**src/bridge_drive_map.svh**
```systemverilog
// Purpose: constants for the dual bridge drive control
// Assumes: 20 MHz clock, 50 ns period
// Notes: times are kept in their own unit, cycle counts derived from them
`ifndef BRIDGE_DRIVE_MAP_SVH
`define BRIDGE_DRIVE_MAP_SVH

`define CLK_HZ 20000000
`define SLEEP_ENTRY_TIME_US 1000
`define FAULT_FILTER_TIME_NS 2000
`define RETRY_LOCKOUT_TIME_US 2000
// longer than 1 ms: least time, rounded up
`define SLEEP_CYCLES ((`SLEEP_ENTRY_TIME_US * (`CLK_HZ / 1000000)))
// longer than 2 us: least time, rounded up
`define FILTER_CYCLES ((`FAULT_FILTER_TIME_NS * (`CLK_HZ / 1000000) + 999) / 1000)
`define LOCKOUT_CYCLES ((`RETRY_LOCKOUT_TIME_US * (`CLK_HZ / 1000000)))
`define CNT_W 16
`define FLT_CNT_W 6

`endif

```
**src/bridge_drive_pkg.sv**
```systemverilog
// Purpose: types for the dual bridge drive control
// Assumes: nothing beyond the map header
// Notes: gate commands travel as a packed struct per bridge
package bridge_drive_pkg;

  typedef enum logic [1:0] {
    DRV_OFF  = 2'b00,
    DRV_HIGH = 2'b01,
    DRV_LOW  = 2'b10
  } drv_level_t;

  // gate enables of one full bridge
  typedef struct packed {
    logic src_p;
    logic snk_p;
    logic src_n;
    logic snk_n;
  } bridge_gates_t;

  typedef enum logic [1:0] {
    CH_RUN     = 2'b00,
    CH_FILTER  = 2'b01,
    CH_LOCKOUT = 2'b10
  } ch_state_t;

  typedef struct packed {
    ch_state_t state;
    logic [5:0] filt;
    logic [15:0] lock;
  } ch_state_s_t;

  typedef struct packed {
    logic asleep;
    logic [15:0] idle;
    bridge_gates_t gates_a;
    bridge_gates_t gates_b;
  } top_state_t;

endpackage : bridge_drive_pkg

```
**src/bridge_fault_channel.sv**
```systemverilog
// Purpose: per-bridge overcurrent filter and retry lockout
// Assumes: fault indications are synchronous to clk
// Notes: one instance per bridge so channels are independent
`timescale 1ns/100ps
`include "bridge_drive_map.svh"

module bridge_fault_channel
  import bridge_drive_pkg::*;
(
  input wire logic clk,
  input wire logic rst,
  input wire logic src_on,
  input wire logic snk_on,
  input wire logic src_overcurrent,
  input wire logic snk_overvoltage,
  output logic bridge_blocked,
  output logic fault_pulse
);

  ch_state_s_t s_q;
  ch_state_s_t s_d;
  logic cond;

  // only indications from drivers actually turned on count
  assign cond = (src_on && src_overcurrent) || (snk_on && snk_overvoltage);

  always_comb begin
    s_d = s_q;
    fault_pulse = 1'b0;
    case (s_q.state)
      CH_RUN: begin
        s_d.filt = '0;
        if (cond) begin
          s_d.state = CH_FILTER;
          s_d.filt = 6'h01;
        end
      end
      CH_FILTER: begin
        if (!cond) begin
          s_d.state = CH_RUN;
          s_d.filt = '0;
        end else if (s_q.filt >= `FLT_CNT_W'(`FILTER_CYCLES)) begin
          s_d.state = CH_LOCKOUT;
          s_d.lock = '0;
          fault_pulse = 1'b1;
        end else begin
          s_d.filt = s_q.filt + 6'h01;
        end
      end
      CH_LOCKOUT: begin
        if (s_q.lock >= `CNT_W'(`LOCKOUT_CYCLES - 1)) begin
          s_d.state = CH_RUN;
          s_d.lock = '0;
        end else begin
          s_d.lock = s_q.lock + 16'h0001;
        end
      end
      default: s_d = '0;
    endcase
  end

  // blocked from the fault cycle on, so the bridge drops at once
  assign bridge_blocked = (s_q.state == CH_LOCKOUT) || fault_pulse;

  always_ff @(posedge clk) begin
    if (rst) begin
      s_q <= '0;
    end else begin
      s_q <= s_d;
    end
  end
endmodule : bridge_fault_channel

```
**src/dual_bridge_drive_control.sv**
```systemverilog
// Purpose: decode four inputs into gate commands for two full bridges
// Assumes: inputs and flags synchronous to clk; 20 MHz clock
// Notes: gate outputs are registered enables, one cycle behind inputs
// Notes on behaviour
// - per bridge (1,0) drives p high n low, (0,1) reverse, (1,1) both low, (0,0) both off.
// - high turns on only the source driver, low only the sink, off leaves both off.
// - all inputs low for longer than 1 ms puts the block to sleep.
// - while asleep every gate output of both bridges is off.
// - the undervoltage flag forces every driver off.
// - a source overcurrent on a driver that is on, lasting over 2 us, faults the bridge.
// - a sink overvoltage on a driver that is on, lasting over 2 us, faults the bridge.
// - a fault switches both halves of that bridge off at once.
// - after a fault the bridge ignores its inputs for 2 ms, then retries.
// - fault handling is separate for each bridge.
// - the overtemperature flag disables all gate outputs until it clears.
`timescale 1ns/100ps
`include "bridge_drive_map.svh"

module dual_bridge_drive_control
  import bridge_drive_pkg::*;
(
  input wire logic clk,
  input wire logic rst,
  input wire logic bridge_a_fwd_in,
  input wire logic bridge_a_rev_in,
  input wire logic bridge_b_fwd_in,
  input wire logic bridge_b_rev_in,
  input wire logic undervoltage_lock,
  input wire logic overtemp_trip,
  input wire logic bridge_a_src_overcurrent,
  input wire logic bridge_a_snk_overvoltage,
  input wire logic bridge_b_src_overcurrent,
  input wire logic bridge_b_snk_overvoltage,
  output bridge_gates_t bridge_a_gates,
  output bridge_gates_t bridge_b_gates,
  output logic sleeping,
  output logic bridge_a_fault,
  output logic bridge_b_fault
);

  ////////////////////////////////////////////////////////////////////////
  // decode

  function automatic drv_level_t level_of(input logic drive, input logic other);
    if (drive && !other) begin
      level_of = DRV_HIGH;
    end else if (other) begin
      level_of = DRV_LOW;
    end else begin
      level_of = DRV_OFF;
    end
  endfunction : level_of

  function automatic bridge_gates_t decode_bridge(input logic fwd, input logic rev);
    drv_level_t lp;
    drv_level_t ln;
    lp = level_of(fwd, rev);
    ln = level_of(rev, fwd);
    decode_bridge.src_p = (lp == DRV_HIGH);
    decode_bridge.snk_p = (lp == DRV_LOW);
    decode_bridge.src_n = (ln == DRV_HIGH);
    decode_bridge.snk_n = (ln == DRV_LOW);
  endfunction : decode_bridge

  ////////////////////////////////////////////////////////////////////////
  // state

  top_state_t s_q;
  top_state_t s_d;
  logic any_in;
  logic global_off;
  logic block_a;
  logic block_b;

  assign any_in = bridge_a_fwd_in | bridge_a_rev_in | bridge_b_fwd_in | bridge_b_rev_in;
  assign global_off = undervoltage_lock | overtemp_trip;

  // separate channel per bridge
  bridge_fault_channel u_ch_a (
    .clk(clk),
    .rst(rst),
    .src_on(s_q.gates_a.src_p | s_q.gates_a.src_n),
    .snk_on(s_q.gates_a.snk_p | s_q.gates_a.snk_n),
    .src_overcurrent(bridge_a_src_overcurrent),
    .snk_overvoltage(bridge_a_snk_overvoltage),
    .bridge_blocked(block_a),
    .fault_pulse()
  );

  bridge_fault_channel u_ch_b (
    .clk(clk),
    .rst(rst),
    .src_on(s_q.gates_b.src_p | s_q.gates_b.src_n),
    .snk_on(s_q.gates_b.snk_p | s_q.gates_b.snk_n),
    .src_overcurrent(bridge_b_src_overcurrent),
    .snk_overvoltage(bridge_b_snk_overvoltage),
    .bridge_blocked(block_b),
    .fault_pulse()
  );

  always_comb begin
    s_d = s_q;
    if (any_in) begin
      s_d.idle = '0;
      s_d.asleep = 1'b0;
    end else if (s_q.idle >= `CNT_W'(`SLEEP_CYCLES)) begin
      s_d.asleep = 1'b1;
    end else begin
      s_d.idle = s_q.idle + 16'h0001;
    end
    s_d.gates_a = decode_bridge(bridge_a_fwd_in, bridge_a_rev_in);
    s_d.gates_b = decode_bridge(bridge_b_fwd_in, bridge_b_rev_in);
    if (s_d.asleep || global_off) begin
      s_d.gates_a = '0;
      s_d.gates_b = '0;
    end
    if (block_a) begin
      s_d.gates_a = '0;
    end
    if (block_b) begin
      s_d.gates_b = '0;
    end
  end

  always_ff @(posedge clk) begin
    if (rst) begin
      s_q <= '0;
    end else begin
      s_q <= s_d;
    end
  end

  assign bridge_a_gates = s_q.gates_a;
  assign bridge_b_gates = s_q.gates_b;
  assign sleeping = s_q.asleep;
  assign bridge_a_fault = block_a;
  assign bridge_b_fault = block_b;
endmodule : dual_bridge_drive_control

```
**config.mk**
```make
export PLATFORM = sky130hd
export DESIGN_NAME = dual_bridge_drive_control
export DESIGN_NICKNAME = d
export VERILOG_FILES = /design/src/bridge_drive_pkg.sv /design/src/bridge_fault_channel.sv /design/src/dual_bridge_drive_control.sv
export VERILOG_INCLUDE_DIRS = /design/src
export SDC_FILE = /design/constraint.sdc
export NUM_CORES = 1
export LEC_CHECK = 0
export ABC_AREA = 1
export BUFFER_PORTS_ARGS = -buffer_cell sky130_fd_sc_hd__buf_2
export CAP_MARGIN = 25
export CORE_MARGIN = 3
export CORE_UTILIZATION = 50
export CTS_CLUSTER_SIZE = 16
export DETAILED_ROUTE_END_ITERATION = 16
export PLACE_DENSITY = 0.76
export SETUP_SLACK_MARGIN = 0.1
export SLEW_MARGIN = 5
export SYNTH_ARGS = -nofsm -noshare
export SYNTH_HDL_FRONTEND = slang
export SYNTH_SLANG_ARGS = --single-unit
```
**constraint.sdc**
```tcl
create_clock -name clk -period 1.5 [get_ports clk]
set_input_delay 0.15 -clock clk [delete_from_list [all_inputs] [get_ports clk]]
set_output_delay 0.15 -clock clk [all_outputs]
set_load 0.05 [all_outputs]
```
==> flow_summary.toml <==
[placed_design]
place_congestion = 0.902
dpl.cell_count = 767
place_hpwl_um = 6770
numPortBuffers = 22
place_ws_ns = -0.0670

[clock_tree]
clkTransAtPathRegs_ns = 0.08
cts-buffers-inserted = 9
hold_buffers = 0
clkSinkCount = 73
cts_tree = "yes"
clk_latency_ns = 0.35
cts_buffer_depth = 2
cts.htree.levels = 3
clockRootBuffer = "clkbuf_8"

[setup_path]
slowest_stage = "dfxtp_1"
crit_buf_inv = 1
cpMostUsedCell = "nor2_1"
cpLargestDelayFamily = "simple AND/OR/NAND/NOR gates"
critPathKind = "flip-flop to flip-flop"
slowest_delay_ns = 0.42
crit_fanout = 8
crit_chain = "nand2_1 > inv_1 > nand2_1 > nor2_1 > nor2_1 > nand2_2 > nand2_2 > nand2_4 > nor2_1"
worstSetupEndpointType = "flip-flop"
arrival_ns = 1.74
cp-start-kind = "flip-flop"
cp.required_ns = 1.75

[cells_and_area]
fin_nets = 726
area_growth_pct = 36.9
stdcell_count = 813
drive_gt1_share_pct = 34.7
antenna_cells = 0

[logic_synthesis]
yosysWarnings = 0
synth_top_cell_by_area = "dfxtp_1"
synth_ff_type = "dfxtp_1"
ys_types = 29
synth_area_per_cell_sq_um = 6.48
yosys_register_bits = 73
syn_area_sq_um = 4010
syn-num-nets = 639
synthCells = 619
synthTopCellsByArea = "dfxtp_1, nand2_1, nor2_1, inv_1, nand3_1"
synth_edf_count = 0
async_reset_ff_share_pct = 0
synth_top_area_share_pct = 36.5
ys_seq_area_share_pct = 36.5

[global_routing]
overflow = 0
grt_max_degree = 16
grt_pass1_wl_um = 16100
grt_usage_pct = 22.1
antenna_found_initial = 0
grt_pass1_vias = 3675

[floorplan]
io_pins = 23
rows = 32
die_width_um = 95.5
start_util_pct = 51.6
coreArea_sq_um = 7770
die_area_sq_um = 9130
die_h_um = 95.5

[power]
p_leak_nw = 2.26
power_mw = 3.65
peakVddDrop_uv = 440
power_density_nw_per_um2 = 665

[timing]
fin_ws_ns = 0.00771
clock-skew-final_ns = 0.00842
slew_violations = 0
setup_viol = 0
tns_ns = 0
fmax_ghz = 0.670
slew_headroom_pct = 56.0
worst_pin_slew_ns = 0.660
finalCritPeriodShare_pct = 99.5
fin_crit_ns = 1.49
rsz0062_at_grt = "yes"
fin_hold_ws_ns = 0.0491
hold_viol = 0

[min_path]
min_path_type = "input port to flip-flop"

[routing]
dr_total_vias = 4331
drt-wirelength-per-cell_um = 14.0
antenna_left = 0
drt_pass1_iterations = 6
drc = 0
finalWirelength_um = 11300
drt_first_iter_violations = 247
viasPerCell = 5.33

[run_status]
status = "finished, final reports clean"

[flow_run]
maxCapViolations = 0
-- where the power goes --
group          total, mW  switching, mW  internal (mW)  leakage, nW
combinational      0.149         0.0966         0.0520         1.55
sequential          1.94        0.00736           1.94        0.607
clock               1.55          0.743          0.812       0.0974
-- stage by stage --
step           util [%]  instance area [sq um]
2_1_floorplan         -                   4040
3_3_place_gp       57.6                   4470
3_5_place_dp       57.6                   4470
4_1_cts            62.9                   4890
5_1_grt            70.7                   5490
6_report           70.7                   5490
-- cell families (layout without fill, tap and decap cells) --
logic type | after synthesis | count (layout) | synth area share [%]
AND/OR/NAND/NOR | 352 | 352 | 37.1
flip-flops | 73 | 73 | 36.5
buffers and inverters | 106 | 198 | 11.5
AO/OA/AOI/OAI | 63 | 63 | 8.74
XOR/XNOR | 17 | 17 | 3.71
adder cells (fa/ha/maj) | 8 | 8 | 2.50
-- worst min-delay path, stage by stage --
cell and delay, ns:
buf_2 0.10, nand2_1 0.07, nor2_2 0.04
-- what timing repair did --
action / 4_1_cts / 5_1_grt
buffers inserted: 13 / 17
gates resized for setup: 50 / 145
gates cloned: 0 / 2
pin swaps: 8 / 36
endpoints found under the setup margin: 58 / 68
-- per-layer routing --
layer	global-route usage, %	part of all wire (%)	vias to the layer above
li1	-	-	2125
met4	8.65	2.2	0
met1	28.4	42	2018
met2	36.4	50	163
met5	0	0	-
met3	4.10	6.1	25
-- worst paths after layout --
path	cells past startpoint	endpoint	from	slack (ns)
max	9	u_ch_a.s_q[13]	u_ch_a.s_q[12]	0.008
min	3	bridge_b_gates[1]	bridge_b_rev_in	0.05
max reg2reg	9	u_ch_a.s_q[13]	u_ch_a.s_q[12]	0.008
min reg2reg	2	s_q[23]	s_q[23]	0.44
-- cells in the mapped netlist, drive strengths merged, types with 2 or more instances --
cell    instances
a21oi          39
buf            18
dfxtp          73
ha              8
inv            88
nand2         173
nand3          46
nand4          22
nor2           89
nor3           18
o21a            2
o21ai          18
o21bai          2
xor2           17
-- cell type report --
cell class	instances	area [sq um]
clock buffer	13	149
clock inverter	3	40.0
fill	577	2280
inverter	88	340
multi-input combinational	440	2550
sequential	73	1510
tap	102	128
timing repair buffer	94	771
-- flip-flops by register name, summed over array words and instances (netlist names) --
name,cells
sleeping,1
u_ch_b.s_q,24
bridge_a_gates,4
s_q,16
bridge_b_gates,4
u_ch_a.s_q,24
-- layout by cell type, fill, tap and decap left out, types with 6 or more instances in the layout --
master / synthesis / layout
nand3_1: 46 / 37
nand4_1: 22 / 22
nand3_4: 0 / 8
nand2_1: 169 / 142
clkbuf_8: 0 / 10
nor2_1: 88 / 65
buf_4: 9 / 56
a21oi_1: 34 / 26
buf_6: 1 / 12
nand2_2: 3 / 23
nor2_4: 0 / 13
a21oi_2: 5 / 13
inv_2: 1 / 11
nand2_4: 1 / 8
inv_1: 87 / 75
xor2_1: 17 / 16
o21ai_1: 0 / 6
nor3_1: 18 / 13
dfxtp_2: 0 / 29
o21ai_0: 18 / 6
dfxtp_1: 73 / 40
buf_2: 5 / 20
nor2_2: 1 / 11
Note: power is estimated with default switching activity, not from simulation.
